[src/shared/ssm_pkg.sv]
// Constants, register map and types shared by the synchronous serial block.
package ssm_pkg;

  localparam int unsigned CHAR_BITS = 8;
  localparam logic [3:0]  EDGE_LAST = 4'hf;

  // Register indices; the byte address on the bus is four times the index.
  localparam logic [15:0] IDX_STATUS = 16'h4320;
  localparam logic [15:0] IDX_TXD    = 16'h4322;
  localparam logic [15:0] IDX_RXD    = 16'h4324;
  localparam logic [15:0] IDX_CTRL   = 16'h4326;

  localparam int unsigned CTL_EN   = 0;
  localparam int unsigned CTL_ROLE = 1;
  localparam int unsigned CTL_POL  = 2;
  localparam int unsigned CTL_PHA  = 3;
  localparam int unsigned CTL_TXIE = 4;
  localparam int unsigned CTL_RXIE = 5;
  localparam int unsigned CTL_BITS = 6;

  localparam int unsigned ST_TXE = 0;
  localparam int unsigned ST_RXF = 1;
  localparam int unsigned ST_BSY = 2;

  localparam logic [5:0]  CTRL_RESET  = 6'h00;
  localparam logic [7:0]  BYTE_RESET  = 8'h00;
  localparam logic [31:0] WORD_RESET  = 32'h0000_0000;
  localparam logic [3:0]  COUNT_RESET = 4'h0;

  typedef enum logic [1:0]
  {
    SSM_IDLE = 2'b01,
    SSM_XFER = 2'b10
  } ssm_state_t;

  function automatic logic [31:0] byteAddr(input logic [15:0] idx);
    return {14'h0000, idx, 2'b00};
  endfunction : byteAddr

endpackage : ssm_pkg

[src/ssm_pin_sync.sv]
// Two-stage synchroniser for one pin with edge detection after the second stage.
`timescale 1ns/100ps
module ssm_pin_sync (
  input  wire logic sys_clk,
  input  wire logic sys_rst,
  input  wire logic pinIn,
  output logic      level,
  output logic      rise,
  output logic      fall
);

  logic meta_reg;
  logic meta_next;
  logic stable_reg;
  logic stable_next;
  logic prev_reg;
  logic prev_next;

  always_comb
  begin
    meta_next   = pinIn;
    stable_next = meta_reg;
    prev_next   = stable_reg;
  end

  always_ff @(posedge sys_clk)
  begin
    if (sys_rst)
    begin
      meta_reg   <= 1'b0;
      stable_reg <= 1'b0;
      prev_reg   <= 1'b0;
    end
    else
    begin
      meta_reg   <= meta_next;
      stable_reg <= stable_next;
      prev_reg   <= prev_next;
    end
  end

  assign level = stable_reg;
  assign rise  = stable_reg & ~prev_reg;
  assign fall  = ~stable_reg & prev_reg;

endmodule : ssm_pin_sync

[src/ssm_top.sv]
// Synchronous serial master/slave with one-byte buffers and an APB register slave.
//
// Overview of operation
// - Characters are always eight bits long in both roles.
// - Role bit 1 selects master, 0 selects slave, slave after reset.
// - Master shift clock toggles on each timer underflow during a transfer and drives the clock pin.
// - Slave clock is synchronised to the system clock and its edges detected there.
// - Polarity bit 1 makes the clock active low, 0 active high by default.
// - Phase with polarity picks one of four edge timings for shift and sample.
// - Enabling makes the block ready and enables clock input or output.
// - Writing transmit data loads the buffer and, in master role, starts a transfer.
// - Transmit bits leave most significant first, one per shift edge.
// - Transmit empty drops on write, rises when the byte enters the shifter.
// - A write while the buffer is full replaces the waiting byte.
// - Master busy rises when a byte is loaded, falls when it completes.
// - Slave busy follows the slave select input.
// - Slave responds only while slave select is low.
// - Clock pin is driven in master role and an input in slave role.
// - Eight received bits go to the receive buffer; reading clears full.
// - Transmit and receive run together; master receives only after a write.
// - Disabling empties both buffers.
// - Transmit empty and receive full share one gated interrupt pulse.
//
// The implementer's own choice: register access over APB.
`timescale 1ns/100ps
module ssm_top (
  input  wire logic        sys_clk,
  input  wire logic        sys_rst,
  input  wire logic        psel,
  input  wire logic        penable,
  input  wire logic        pwrite,
  input  wire logic [31:0] paddr,
  input  wire logic [31:0] pwdata,
  output logic      [31:0] prdata,
  output logic             pready,
  output logic             pslverr,
  input  wire logic        timerUnderflow,
  input  wire logic        serialDataIn,
  input  wire logic        serialClockIn,
  input  wire logic        slaveSelectN,
  output logic             serialDataOut,
  output logic             serialClockOut,
  output logic             serialClockOe,
  output logic             irqPulse
);

  logic [5:0]          ctrl_reg;
  logic [5:0]          ctrl_next;
  logic [7:0]          txBuf_reg;
  logic [7:0]          txBuf_next;
  logic                txEmpty_reg;
  logic                txEmpty_next;
  logic [7:0]          rxBuf_reg;
  logic [7:0]          rxBuf_next;
  logic                rxFull_reg;
  logic                rxFull_next;
  logic [7:0]          txShift_reg;
  logic [7:0]          txShift_next;
  logic [7:0]          rxShift_reg;
  logic [7:0]          rxShift_next;
  logic [3:0]          edgeCnt_reg;
  logic [3:0]          edgeCnt_next;
  ssm_pkg::ssm_state_t state_reg;
  ssm_pkg::ssm_state_t state_next;
  logic                sck_reg;
  logic                sck_next;
  logic                sckOe_reg;
  logic                sckOe_next;
  logic                sdo_reg;
  logic                sdo_next;
  logic                busy_reg;
  logic                busy_next;
  logic                irq_reg;
  logic                irq_next;
  logic [31:0]         prdata_reg;
  logic [31:0]         prdata_next;
  logic                pready_reg;
  logic                pready_next;
  logic                pslverr_reg;
  logic                pslverr_next;

  logic sdiLvl;
  logic sckLvl;
  logic sckRise;
  logic sckFall;
  logic ssnLvl;

  logic en;
  logic master;
  logic pol;
  logic pha;
  logic busWait;
  logic access;
  logic hitStatus;
  logic hitTxd;
  logic hitRxd;
  logic hitCtrl;
  logic tick;
  logic lead;
  logic trail;
  logic edgeEv;
  logic sampleEv;
  logic shiftEv;
  logic slaveSel;

  // The slave clock is at most a third of the system clock, so edges are not missed.
  ssm_pin_sync u_sck_sync (
    .sys_clk (sys_clk),
    .sys_rst (sys_rst),
    .pinIn   (serialClockIn),
    .level   (sckLvl),
    .rise    (sckRise),
    .fall    (sckFall)
  );

  ssm_pin_sync u_ssn_sync (
    .sys_clk (sys_clk),
    .sys_rst (sys_rst),
    .pinIn   (slaveSelectN),
    .level   (ssnLvl),
    .rise    (),
    .fall    ()
  );

  ssm_pin_sync u_sdi_sync (
    .sys_clk (sys_clk),
    .sys_rst (sys_rst),
    .pinIn   (serialDataIn),
    .level   (sdiLvl),
    .rise    (),
    .fall    ()
  );

  assign en     = ctrl_reg[ssm_pkg::CTL_EN];
  assign master = ctrl_reg[ssm_pkg::CTL_ROLE];
  assign pol    = ctrl_reg[ssm_pkg::CTL_POL];
  assign pha    = ctrl_reg[ssm_pkg::CTL_PHA];

  always_comb
  begin
    ctrl_next    = ctrl_reg;
    txBuf_next   = txBuf_reg;
    txEmpty_next = txEmpty_reg;
    rxBuf_next   = rxBuf_reg;
    rxFull_next  = rxFull_reg;
    txShift_next = txShift_reg;
    rxShift_next = rxShift_reg;
    edgeCnt_next = edgeCnt_reg;
    state_next   = state_reg;
    sck_next     = sck_reg;
    sdo_next     = sdo_reg;
    irq_next     = 1'b0;

    busWait      = psel & penable & ~pready_reg;
    access       = psel & penable & pready_reg;
    hitStatus    = paddr == ssm_pkg::byteAddr(ssm_pkg::IDX_STATUS);
    hitTxd       = paddr == ssm_pkg::byteAddr(ssm_pkg::IDX_TXD);
    hitRxd       = paddr == ssm_pkg::byteAddr(ssm_pkg::IDX_RXD);
    hitCtrl      = paddr == ssm_pkg::byteAddr(ssm_pkg::IDX_CTRL);
    pready_next  = busWait;
    pslverr_next = busWait & ~(hitStatus | hitTxd | hitRxd | hitCtrl);
    prdata_next  = busWait ? ssm_pkg::WORD_RESET : prdata_reg;
    if (busWait & ~pwrite)
    begin
      prdata_next = ssm_pkg::WORD_RESET;
      if (hitStatus)
      begin
        prdata_next[ssm_pkg::ST_TXE] = txEmpty_reg;
        prdata_next[ssm_pkg::ST_RXF] = rxFull_reg;
        prdata_next[ssm_pkg::ST_BSY] = busy_reg;
      end
      if (hitTxd)
        prdata_next[7:0] = txBuf_reg;
      if (hitRxd)
        prdata_next[7:0] = rxBuf_reg;
      if (hitCtrl)
        prdata_next[5:0] = ctrl_reg;
    end
    if (access & ~pwrite & hitRxd)
      rxFull_next = 1'b0;

    // Master edges come from timer underflows; slave edges from the synchronised pin.
    tick     = en & master & (state_reg == ssm_pkg::SSM_XFER) & timerUnderflow;
    slaveSel = en & ~master & ~ssnLvl;
    if (master)
    begin
      lead  = tick & (sck_reg == pol);
      trail = tick & (sck_reg != pol);
    end
    else
    begin
      lead  = slaveSel & (pol ? sckFall : sckRise);
      trail = slaveSel & (pol ? sckRise : sckFall);
    end
    edgeEv   = lead | trail;
    sampleEv = pha ? trail : lead;
    shiftEv  = pha ? lead : trail;

    if (tick)
      sck_next = ~sck_reg;
    if (sampleEv)
      rxShift_next = {rxShift_reg[6:0], sdiLvl};
    if (shiftEv)
    begin
      sdo_next     = txShift_reg[7];
      txShift_next = {txShift_reg[6:0], 1'b0};
    end
    if (edgeEv)
    begin
      state_next   = ssm_pkg::SSM_XFER;
      edgeCnt_next = edgeCnt_reg + 4'h1;
      if (edgeCnt_reg == ssm_pkg::EDGE_LAST)
      begin
        // Sixteen edges make one fixed eight-bit character.
        state_next  = ssm_pkg::SSM_IDLE;
        rxBuf_next  = rxShift_next;
        rxFull_next = 1'b1;
        irq_next    = ctrl_reg[ssm_pkg::CTL_RXIE];
      end
    end
    if (~master & ssnLvl)
    begin
      edgeCnt_next = ssm_pkg::COUNT_RESET;
      state_next   = ssm_pkg::SSM_IDLE;
    end

    // A waiting byte enters the shifter between characters.
    if (en & (state_reg == ssm_pkg::SSM_IDLE) & ~edgeEv & ~txEmpty_reg)
    begin
      txShift_next = pha ? txBuf_reg : {txBuf_reg[6:0], 1'b0};
      if (~pha)
        sdo_next = txBuf_reg[7];
      txEmpty_next = 1'b1;
      irq_next     = ctrl_reg[ssm_pkg::CTL_TXIE];
      if (master)
        state_next = ssm_pkg::SSM_XFER;
    end
    if (master & (state_reg == ssm_pkg::SSM_IDLE))
      sck_next = pol;

    if (access & pwrite & hitTxd & en)
    begin
      txBuf_next   = pwdata[7:0];
      txEmpty_next = 1'b0;
    end

    if (~en)
    begin
      txEmpty_next = 1'b1;
      rxFull_next  = 1'b0;
      state_next   = ssm_pkg::SSM_IDLE;
      edgeCnt_next = ssm_pkg::COUNT_RESET;
      sck_next     = pol;
    end
    if (access & pwrite & hitCtrl)
      ctrl_next = pwdata[ssm_pkg::CTL_BITS-1:0];

    sckOe_next = en & master;
    if (master)
      busy_next = state_next == ssm_pkg::SSM_XFER;
    else
      busy_next = en & ~ssnLvl;
  end

  always_ff @(posedge sys_clk)
  begin
    if (sys_rst)
    begin
      ctrl_reg    <= ssm_pkg::CTRL_RESET;
      txBuf_reg   <= ssm_pkg::BYTE_RESET;
      txEmpty_reg <= 1'b1;
      rxBuf_reg   <= ssm_pkg::BYTE_RESET;
      rxFull_reg  <= 1'b0;
      txShift_reg <= ssm_pkg::BYTE_RESET;
      rxShift_reg <= ssm_pkg::BYTE_RESET;
      edgeCnt_reg <= ssm_pkg::COUNT_RESET;
      state_reg   <= ssm_pkg::SSM_IDLE;
      sck_reg     <= 1'b0;
      sckOe_reg   <= 1'b0;
      sdo_reg     <= 1'b0;
      busy_reg    <= 1'b0;
      irq_reg     <= 1'b0;
      prdata_reg  <= ssm_pkg::WORD_RESET;
      pready_reg  <= 1'b0;
      pslverr_reg <= 1'b0;
    end
    else
    begin
      ctrl_reg    <= ctrl_next;
      txBuf_reg   <= txBuf_next;
      txEmpty_reg <= txEmpty_next;
      rxBuf_reg   <= rxBuf_next;
      rxFull_reg  <= rxFull_next;
      txShift_reg <= txShift_next;
      rxShift_reg <= rxShift_next;
      edgeCnt_reg <= edgeCnt_next;
      state_reg   <= state_next;
      sck_reg     <= sck_next;
      sckOe_reg   <= sckOe_next;
      sdo_reg     <= sdo_next;
      busy_reg    <= busy_next;
      irq_reg     <= irq_next;
      prdata_reg  <= prdata_next;
      pready_reg  <= pready_next;
      pslverr_reg <= pslverr_next;
    end
  end

  assign prdata         = prdata_reg;
  assign pready         = pready_reg;
  assign pslverr        = pslverr_reg;
  assign serialDataOut  = sdo_reg;
  assign serialClockOut = sck_reg;
  assign serialClockOe  = sckOe_reg;
  assign irqPulse       = irq_reg;

endmodule : ssm_top

[config.mk]
export PLATFORM = sky130hd
export DESIGN_NAME = ssm_top
export DESIGN_NICKNAME = d
export VERILOG_FILES = /design/src/shared/ssm_pkg.sv /design/src/ssm_pin_sync.sv /design/src/ssm_top.sv
export SDC_FILE = /design/constraint.sdc
export NUM_CORES = 1
export LEC_CHECK = 0
export BUFFER_PORTS_ARGS = -buffer_cell sky130_fd_sc_hd__buf_2
export CORE_MARGIN = 5
export CORE_UTILIZATION = 45
export CTS_CLUSTER_DIAMETER = 50
export CTS_CLUSTER_SIZE = 8
export DETAILED_ROUTE_END_ITERATION = 12
export GPL_TIMING_DRIVEN = 1
export HOLD_SLACK_MARGIN = 0.03
export PLACE_DENSITY_LB_ADDON = 0.2
export SKIP_LAST_GASP = 1
export SLEW_MARGIN = 20
export SYNTH_ARGS = -nofsm -noshare
export SYNTH_HDL_FRONTEND = slang
export SYNTH_SLANG_ARGS = --single-unit
[constraint.sdc]
create_clock -name sys_clk -period 1.74 [get_ports sys_clk]
set_input_delay 0.087 -clock sys_clk [delete_from_list [all_inputs] [get_ports sys_clk]]
set_output_delay 0.087 -clock sys_clk [all_outputs]
set_load 0.01 [all_outputs]
==> flow_summary_export.csv, run 1 <==
group,metric,value,unit
status,status,"complete, but fails checks",
floorplanning,placeableCoreArea,0.00687,sq mm
worst_hold_path,hp-start,"sys_rst",
synthesis,synth_area,0.00322,sq mm
worst_hold_path,whs_path_depth,3,
job,maxCapViolations,0,
floorplanning,die_y,94.6,microns
synthesis,synth_edf_count,0,
route,wl_per_cell,14.3,microns
cells_and_area,drive_gt1_frac,0.313,
timing,finalHoldViolations,0,
cells_and_area,instances_no_fill,537,
setup_path,critical_path_cell_count,5,
power_and_ir_drop,worst_ir_drop_vdd,0.000529,V
route,drt_iter0_markers,203,
cells_and_area,diodes,0,
timing,setup_viol,2,
setup_path,cpMaxStageDelayCell,"or3b_4",
timing,fin_crit_sh,1.01,
synthesis,synth_fa_ha_area_frac,0.00389,
setup_path,critPathLaunchType,"flop",
global_routing,grt_overflow,0,
power_and_ir_drop,p_per_area,737,mW/mm^2
setup_path,cp.arrival,2.04,ns
timing,rsz0062_at_grt,"true",
status,violations,"negative setup slack",
route,vias,2710,
route,via_per_inst,5.05,
clock_network,clock_latency,0.34,ns
synthesis,synthSimpleGateAreaFrac,0.220,
setup_path,crit_required,2.02,ns
floorplanning,initial_core_util,0.468,
power_and_ir_drop,p_leak,1.60,nW
floorplanning,die-area,0.00894,sq mm
synthesis,ys.flop_type,"dfxtp_1",
global_routing,grt_pass1_vias,2596,
floorplanning,io_pins,111,
setup_path,ff2ff_path_depth,5,
timing,holdWs,0.0901,ns
synthesis,muxShareOfSynthArea,0.0824,
synthesis,syn_area_per_cell,9.27,sq um
timing,slew_violations,0,
clock_network,cts_max_level,3,
synthesis,ys_top_cells_by_area,"dfxtp_1 42%, mux2i_1 6.8%, buf_4 6.3%, nor2_1 5.9%, a211oi_1 4.4%",
setup_path,reg2reg_slack,-0.02,ns
cells_and_area,final_util,0.603,
clock_network,root_buffer,"clkbuf_8",
synthesis,synth_top_family_by_area,"simple AND/OR/NAND/NOR gates",
place,dp_slack,-0.104,ns
synthesis,synth_cell_types,51,
cells_and_area,fillers,615,
route,first_pass_iters,5,
synthesis,yosysWarnings,0,
global_routing,grt_pass1_wl,12.2,mm
setup_path,rr_startpoint,"ctrl_reg[1]",
place,dp_hpwl,5.68,mm
synthesis,synthArstFlopShare,0,
timing,final.min_clock_period,1.76,ns
synthesis,postSynthCellCount,347,
route,drc,0,
synthesis,ys_ff_latch,68,
route,finalWirelength,7.66,mm
synthesis,yosys-top-cells-count,"68 x dfxtp_1, 51 x nor2_1, 27 x buf_4, 22 x mux2i_1",
setup_path,endpoint_kind,"flop",
synthesis,synth-compound-area-share,0.156,
global_routing,antenna_found_initial,0,
floorplanning,rows,30,
setup_path,slowest_delay,0.43,ns
clock_network,cts_buffers,9,
timing,finalClockSkew,0.00744,ns
global_routing,grt_max_degree,32,
synthesis,yosysSeqAreaShare,0.423,
synthesis,synth_xor_area_frac,0.0237,
timing,fin_ws,-0.0183,ns
place,gp_congestion,0.812,
setup_path,cp_cell_sequence,"or3b_4, o211a_4, nor2b_4, or3b_1, a21oi_2",
clock_network,tritoncts,"built",
route,antenna_left,0,
clock_network,clk_pin_slew,0.08,ns
floorplanning,die_w,94.6,microns
cells_and_area,nets,510,
setup_path,crit_family,"simple AND/OR/NAND/NOR gates",
setup_path,reg2reg_to,"txShift_reg[0]",
synthesis,yosysTopAreaCell,"dfxtp_1",
timing,slew_headroom,0.640,
worst_hold_path,min_to,"pready",
setup_path,critPathKind,"flop to flop",
clock_network,clockBufferDepth,2,
setup_path,cp_num_buf_inv,0,
global_routing,gr-usage-all-layers,0.175,
cells_and_area,area_growth,28.7,%
worst_hold_path,hp-class,"input port to flop",
timing,clock.fmax,0.569,GHz
synthesis,synth.top_cell.area_share,0.423,
synthesis,synthMostInstantiatedCell,"dfxtp_1",
setup_path,worstPathMaxFanout,7,
clock_network,cts.sinks,68,
place,io_buffers,62,
place,dp.cells,508,
timing,worst_pin_slew,0.537,ns
## through the flow
step	setup TNS (ns)	total power (W)	cell area, sq um
after CTS	-0.0110	0.00308	4050
after detailed placement	-1.12	0.00176	3690
after floorplan	-0.132	0.00173	3330
final	-0.0211	0.00305	4140
after global placement	-0.290	0.00176	3690
after global routing	-0.737	0.00320	4140
## repair_timing
item,4_1_cts,5_1_grt
buffers inserted,0,1
endpoints found under the hold margin,17,0
setup endpoints to repair,19,22
hold buffers,11,0
gates resized for setup,11,18
pin swaps,3,6
cloned,1,0
## power by group
part | internal [W] | switching [W]
Sequential | 0.00156 | 0.00000415
Clock | 0.000697 | 0.000608
Combinational | 0.0000819 | 0.000100
Total | 0.00234 | 0.000713
## final cells by class
class / count / area (sq um) / share of cell area
clock buffers: 10 / 138 / 0.0332
clock inverters: 6 / 63.8 / 0.0154
inverters: 3 / 11.3 / 0.00272
multi-input cells: 258 / 1800 / 0.433
flip-flops and latches: 68 / 1370 / 0.331
well taps: 96 / 120 / 0.0290
repair buffers: 96 / 643 / 0.155
## per-layer routing
| metal | track usage | vias up | part of all wire |
|---|---|---|---|
| met3 | 0.0510 | 14 | 0.046 |
| met2 | 0.279 | 68 | 0.50 |
| met5 | 0 | - | 0 |
| met1 | 0.227 | 1258 | 0.44 |
| met4 | 0.0613 | 0 | 0.018 |
| li1 | - | 1370 | - |
## worst min-delay path, cell delays in order
cell and delay [ns]:
buf_2 0.11, or3_1 0.15, inv_1 0.05
## worst max path at each step
stage,startpoint,to,slack (ns)
floorplan,ctrl_reg[1],state_reg[1],-0.05
global placement,u_ssn_sync.level,txShift_reg[0],-0.05
detailed placement,u_ssn_sync.level,txShift_reg[5],-0.10
CTS,ctrl_reg[1],txShift_reg[0],-0.01
global route,ctrl_reg[0],txShift_reg[2],-0.08
finish,ctrl_reg[1],txShift_reg[0],-0.02
## placed cells by master (no fill, tap or decap), types with 4 or more instances in the layout
cell | synthesis | routed
dlygate4sd3_1 | 0 | 11
nand2_1 | 19 | 19
nor4_1 | 4 | 4
conb_1 | 1 | 24
buf_12 | 0 | 4
clkbuf_8 | 0 | 10
nand4_1 | 6 | 6
nor3_1 | 6 | 4
a211oi_2 | 0 | 4
nor2_1 | 51 | 51
nor2b_1 | 19 | 19
a21oi_1 | 8 | 7
dfxtp_1 | 68 | 64
o21ai_0 | 6 | 6
buf_2 | 2 | 62
nand3_1 | 8 | 8
a211oi_1 | 19 | 15
mux2_2 | 4 | 4
mux2i_1 | 22 | 17
buf_4 | 27 | 19
o31ai_1 | 6 | 6
## cells by family (layout without fill, tap and decap cells)
group / Yosys count / in the layout
flops: 68 / 68
simple gates: 136 / 137
xor+xnor: 7 / 7
other cells: 1 / 24
buf+inv: 45 / 115
fa+ha+maj: 1 / 1
mux: 26 / 26
compound gates: 63 / 63
Note: power is estimated with default switching activity, not from simulation.
==> run 2, diff against run 1 <==
--- a/config.mk
+++ b/config.mk
@@ -5,15 +5,16 @@
 export SDC_FILE = /design/constraint.sdc
 export NUM_CORES = 1
 export LEC_CHECK = 0
+export ABC_AREA = 1
 export BUFFER_PORTS_ARGS = -buffer_cell sky130_fd_sc_hd__buf_2
 export CORE_MARGIN = 5
-export CORE_UTILIZATION = 45
+export CORE_UTILIZATION = 46
 export CTS_CLUSTER_DIAMETER = 50
-export CTS_CLUSTER_SIZE = 8
+export CTS_CLUSTER_SIZE = 24
 export DETAILED_ROUTE_END_ITERATION = 12
 export GPL_TIMING_DRIVEN = 1
 export HOLD_SLACK_MARGIN = 0.03
-export PLACE_DENSITY_LB_ADDON = 0.2
+export PLACE_DENSITY_LB_ADDON = 0.3
 export SKIP_LAST_GASP = 1
 export SLEW_MARGIN = 20
 export SYNTH_ARGS = -nofsm -noshare
==> flow_summary_export.csv, run 2 <==
group,metric,value,unit
place,dp.cells,632,
cells_and_area,area_growth,19.0,%
synthesis,postSynthCellCount,473,
global_routing,grt_overflow,0,
cells_and_area,final_util,0.555,
synthesis,ys_ff_latch,68,
floorplanning,rows,32,
clock_network,clock_latency,0.33,ns
power_and_ir_drop,totalPowerFinal,0.00318,W
setup_path,critPathLaunchType,"flop",
route,finalWirelength,8.04,mm
timing,clock.fmax,0.623,GHz
synthesis,synthMostInstantiatedCell,"nand2_1",
place,dp_hpwl,6.10,mm
clock_network,cts_buffers,9,
job,maxCapViolations,0,
synthesis,yosysTopAreaCell,"dfxtp_1",
cells_and_area,drive_gt1_frac,0.278,
global_routing,grt_pass1_vias,2947,
power_and_ir_drop,worst_ir_drop_vdd,0.000515,V
setup_path,crit_required,1.96,ns
cells_and_area,final_cell_mix,"87 x nand2_1, 66 x dfxtp_1, 62 x buf_2",
global_routing,grt_pass1_wl,13.6,mm
cells_and_area,instances_no_fill,659,
synthesis,ys.flop_type,"dfxtp_1",
setup_path,slowest_delay,0.42,ns
timing,fin_crit_sh,0.922,
floorplanning,die_y,97.9,microns
timing,slew_violations,0,
power_and_ir_drop,p_leak,1.85,nW
timing,rsz0062_at_grt,"true",
setup_path,critPathKind,"flop to flop",
setup_path,cp_cell_sequence,"inv_2, nand2_1, nand2_1, nand3_2, nand2_4, buf_4, o21ai_4, buf_12, nor2_1, a21oi_2, a21oi_1",
place,io_buffers,62,
clock_network,clk_pin_slew,0.08,ns
setup_path,endpoint_kind,"flop",
timing,setup_viol,0,
global_routing,gr-usage-all-layers,0.171,
floorplanning,die-area,0.00958,sq mm
route,vias,3171,
floorplanning,placeableCoreArea,0.00761,sq mm
route,first_pass_iters,4,
clock_network,tritoncts,"built",
clock_network,cts_max_level,3,
synthesis,synth.top_cell.area_share,0.383,
timing,final.min_clock_period,1.60,ns
synthesis,synth_cell_types,45,
setup_path,worstPathMaxFanout,16,
place,dp_slack,-0.00432,ns
cells_and_area,multi_input_area,0.00182,sq mm
floorplanning,die_w,97.9,microns
synthesis,syn_area_per_cell,7.51,sq um
clock_network,cts.sinks,68,
cells_and_area,diodes,0,
cells_and_area,seq_area,0.00136,sq mm
timing,finalClockSkew,0.00916,ns
synthesis,synth_edf_count,0,
route,via_per_inst,4.81,
global_routing,grt_max_degree,20,
cells_and_area,fillers,721,
floorplanning,io_pins,111,
clock_network,root_buffer,"clkbuf_8",
floorplanning,initial_core_util,0.467,
status,status,"finished, final reports clean",
setup_path,crit_top_cell,"nand2_1",
place,gp_congestion,0.853,
synthesis,yosysWarnings,0,
route,drt_iter0_markers,157,
cells_and_area,nets,626,
route,wl_per_cell,12.2,microns
global_routing,antenna_found_initial,0,
timing,finalHoldViolations,0,
setup_path,cpMaxStageDelayCell,"dfxtp_2",
synthesis,yosys-top-cells-count,"87 x nand2_1, 68 x dfxtp_1, 54 x nor2_1, 39 x inv_1, 35 x a21oi_1",
timing,fin_ws,0.136,ns
power_and_ir_drop,p_per_area,752,mW/mm^2
setup_path,cp.arrival,1.82,ns
synthesis,yosysSeqAreaShare,0.383,
worst_hold_path,hp-class,"input port to flop",
synthesis,synth_area,0.00355,sq mm
cells_and_area,layout_commonest_cell,"nand2_1",
route,drc,0,
clock_network,clockBufferDepth,2,
route,antenna_left,0,
synthesis,synthArstFlopShare,0,
synthesis,ys_top_cells_by_area,"dfxtp_1 38%, nand2_1 9.2%, nor2_1 5.7%, buf_4 5.3%, a21oi_1 4.9%",
==> run 2: changes by cell type in the layout (fill, tap and decap cells not counted), moves of 6 or more <==
cell,change
a211oi_1,-14
a21oi_1,+28
a21oi_2,+9
buf_4,-6
inv_1,+36
mux2i_1,-17
nand2_1,+68
nand2_2,+8
nand3_1,+20
nor2b_1,-19
nor3_1,+7
o211ai_1,+7
o21ai_0,+18
o31ai_1,-6
==> run 2: final cells by class <==
cell class / count / share of cell area
multi-input combinational: 341 / 0.431
tap: 102 / 0.0302
clock buffer: 10 / 0.0302
timing repair buffer: 84 / 0.120
clock inverter: 6 / 0.0207
inverter: 48 / 0.0447
sequential: 68 / 0.323
==> run 2: path summary, 6_finish.rpt <==
check	from	end	slack, ns	depth (start not counted)
worst max-delay path	ctrl_reg[2]	rxBuf_reg[3]	0.14	11
worst min-delay path	pwdata[0]	ctrl_reg[0]	0.05	3
worst max register to register	ctrl_reg[2]	rxBuf_reg[3]	0.14	11
worst min register to register	u_sck_sync.meta_reg	u_sck_sync.level	0.40	2
==> run 2: metrics by stage <==
step | cell area, sq um | hold WS (ns) | TNS (ns)
finish | 4230 | 0.0467 | 0
global route | 4230 | 0.0363 | -0.00725
CTS | 4210 | 0.0319 | 0
detailed placement | 3890 | 0.292 | -0.00432
global placement | 3890 | 0.286 | 0
floorplan | 3640 | 0.194 | 0
==> run 2: logic make-up (layout without fill, tap and decap cells) <==
| logic type | after synthesis | in the layout | share of synthesized area |
|---|---|---|---|
| other | 1 | 24 | 0.00106 |
| adders and majority gates | 1 | 1 | 0.00352 |
| xor gates and xnor gates | 2 | 2 | 0.00493 |
| and+or+nand+nor | 223 | 223 | 0.309 |
| buffers and inverters | 87 | 148 | 0.131 |
| DFF | 68 | 68 | 0.383 |
| AOI/OAI and AO/OA | 85 | 85 | 0.145 |
| muxes | 6 | 6 | 0.0222 |
==> run 2: what timing repair did <==
action                                  4_1_cts  5_1_grt
setup buffers                                 2        1
resized for setup                             0        5
endpoints found under the setup margin        2       17
hold buffers                                  8        0
pin swaps                                     0        2
hold endpoints to repair                     10        0
==> run 2: worst max-delay path, delay by kind of cell (launching register included) <==
family	cells	cell delay, ns
flops	1	0.42
buf+inv	3	0.39
simple gates	5	0.34
compound gates	3	0.32
==> run 2: layer usage <==
layer  part of all wire  vias to the layer above  global-route usage
li1                   -                     1658                   -
met1               0.46                     1416               0.220
met5                  0                        -                   0
met3              0.063                       11              0.0529
met4              0.016                        0              0.0415
met2               0.46                       86               0.280
==> run 2: where the power goes <==
part	total [W]	switching (W)	internal [W]
Sequential	0.00157	0.00000382	0.00156
Clock	0.00143	0.000620	0.000811
Combinational	0.000178	0.000104	0.0000733
Total	0.00318	0.000729	0.00245
==> run 3, diff against run 2 <==
--- a/config.mk
+++ b/config.mk
@@ -14,7 +14,7 @@
 export DETAILED_ROUTE_END_ITERATION = 12
 export GPL_TIMING_DRIVEN = 1
 export HOLD_SLACK_MARGIN = 0.03
-export PLACE_DENSITY_LB_ADDON = 0.3
+export PLACE_DENSITY_LB_ADDON = 0.08
 export SKIP_LAST_GASP = 1
 export SLEW_MARGIN = 20
 export SYNTH_ARGS = -nofsm -noshare
==> flow_summary_export.csv, run 3 (synthesis results as in run 2) <==
group,metric,value,unit
status,status,"finished, final reports clean",
timing,slew_violations,0,
clock_network,clockBufferDepth,2,
setup_path,rr_startpoint,"ctrl_reg[1]",
route,drc,0,
floorplanning,io_pins,111,
worst_hold_path,hp-start,"pwrite",
place,gp_congestion,0.910,
global_routing,antenna_found_initial,0,
setup_path,cp_num_buf_inv,3,
cells_and_area,area_growth,20.5,%
timing,rsz0062_at_grt,"false",
cells_and_area,layout_commonest_cell,"nand2_1",
clock_network,root_buffer,"clkbuf_8",
global_routing,grt_pass1_vias,2970,
setup_path,worstPathMaxFanout,14,
setup_path,endpoint_kind,"flop",
job,maxCapViolations,0,
power_and_ir_drop,p_leak,1.86,nW
cells_and_area,final_util,0.563,
power_and_ir_drop,p_per_area,721,mW/mm^2
cells_and_area,final_cell_mix,"87 x nand2_1, 64 x dfxtp_1, 62 x buf_2",
setup_path,crit_family,"simple AND/OR/NAND/NOR gates",
timing,finalClockSkew,0.00703,ns
floorplanning,die_y,97.9,microns
cells_and_area,seq_area,0.00137,sq mm
power_and_ir_drop,worst_ir_drop_vdd,0.000504,V
setup_path,cp.arrival,1.81,ns
clock_network,tritoncts,"built",
timing,clock.fmax,0.630,GHz
route,first_pass_iters,4,
setup_path,slowest_delay,0.34,ns
worst_hold_path,whs_path_depth,4,
clock_network,cts_max_level,3,
global_routing,grt_overflow,0,
setup_path,cp_cell_sequence,"inv_1, nand2_1, nor2_4, nand3_2, nand2_4, mux2i_4, buf_12, nand2_1, inv_1, a21oi_1, a21oi_1",
global_routing,grt_max_degree,25,
route,wl_per_cell,12.5,microns
setup_path,reg2reg_to,"txShift_reg[6]",
clock_network,cts_buffers,9,
setup_path,critical_path_cell_count,11,
setup_path,cpMaxStageDelayCell,"dfxtp_2",
cells_and_area,diodes,0,
power_and_ir_drop,totalPowerFinal,0.00309,W
setup_path,ff2ff_path_depth,11,
timing,finalHoldViolations,0,
route,finalWirelength,8.33,mm
clock_network,clock_latency,0.35,ns
worst_hold_path,min_to,"prdata[3]",
timing,final.min_clock_period,1.59,ns
clock_network,cts.sinks,68,
timing,setup_viol,0,
setup_path,reg2reg_slack,0.15,ns
clock_network,clk_pin_slew,0.08,ns
floorplanning,die-area,0.00958,sq mm
worst_hold_path,hp-class,"input port to flop",
place,io_buffers,62,
global_routing,grt_pass1_wl,13.8,mm
route,drt_iter0_markers,103,
floorplanning,rows,32,
setup_path,critPathKind,"flop to flop",
floorplanning,initial_core_util,0.467,
global_routing,gr-usage-all-layers,0.176,
setup_path,crit_required,1.96,ns
setup_path,critPathLaunchType,"flop",
route,vias,3151,
cells_and_area,multi_input_area,0.00183,sq mm
place,dp_hpwl,6.38,mm
setup_path,setup.worst_path.start,"ctrl_reg[1]",
floorplanning,placeableCoreArea,0.00761,sq mm
route,antenna_left,0,
timing,fin_crit_sh,0.913,
cells_and_area,fillers,768,
timing,finalSetupTns,0,ns
cells_and_area,nets,631,
cells_and_area,drive_gt1_frac,0.286,
route,via_per_inst,4.75,
floorplanning,die_w,97.9,microns
run 3: cell types whose count changed in the layout (fill, tap and decap cells not counted), sizes merged:
cell | before | now
buf | 76 | 78
bufinv | 2 | 1
clkbuf | 10 | 9
clkinv | 6 | 4
clkinvlp | 0 | 3
dlygate4sd3 | 8 | 11
inv | 46 | 47
run 3: worst max path at each step:
stage                      to  slack, ns
5_1_grt           ctrl_reg[3]      0.003
6_report       txShift_reg[6]       0.15
3_3_place_gp   edgeCnt_reg[3]       0.12
3_5_place_dp   edgeCnt_reg[3]       0.08
2_1_floorplan  txShift_reg[2]       0.26
4_1_cts        edgeCnt_reg[3]       0.06
run 3: area by class of cell:
| type | instances | share of cell area |
|---|---|---|
| clock buffers | 9 | 0.0289 |
| clock inverters | 7 | 0.0175 |
| inverters | 48 | 0.0441 |
| multi-input cells | 341 | 0.428 |
| flip-flops and latches | 68 | 0.319 |
| well taps | 102 | 0.0298 |
| repair buffers | 89 | 0.132 |
run 3: repair_timing:
action / CTS / global route
setup endpoints to repair: 0 / 28
endpoints found under the hold margin: 15 / 0
hold buffers: 11 / 0
gates resized for setup: 0 / 9
buffers inserted: 0 / 2
run 3: report_power, final:
part	switching, W	leakage (nW)	internal, W	total (W)
Clock	0.000667	0.0923	0.000669	0.00134
Combinational	0.000106	1.22	0.0000776	0.000183
Sequential	0.00000419	0.551	0.00156	0.00157
run 3: routing by layer:
layer  track usage  vias up  part of all wire
met4        0.0735        0            0.0076
met3        0.0371        4             0.052
met2         0.276       68              0.46
met5             0        -                 0
met1         0.234     1406              0.48
li1              -     1673                 -
run 3: tightest hold or removal path: stages:
cell,delay (ns)
buf_2,0.11
nor2_4,0.06
nand2_1,0.07
a21oi_1,0.05
run 3: metrics by stage:
step / instance area (sq um) / hold WS [ns] / worst slack, ns / cells
floorplan: 3640 / 0.194 / 0.256 / 496
global placement: 3920 / 0.286 / 0.120 / 635
detailed placement: 3920 / 0.295 / 0.0823 / 635
CTS: 4230 / 0.0597 / 0.0557 / 662
global route: 4280 / 0.0797 / 0.00282 / 664
finish: 4280 / 0.0737 / 0.152 / 664
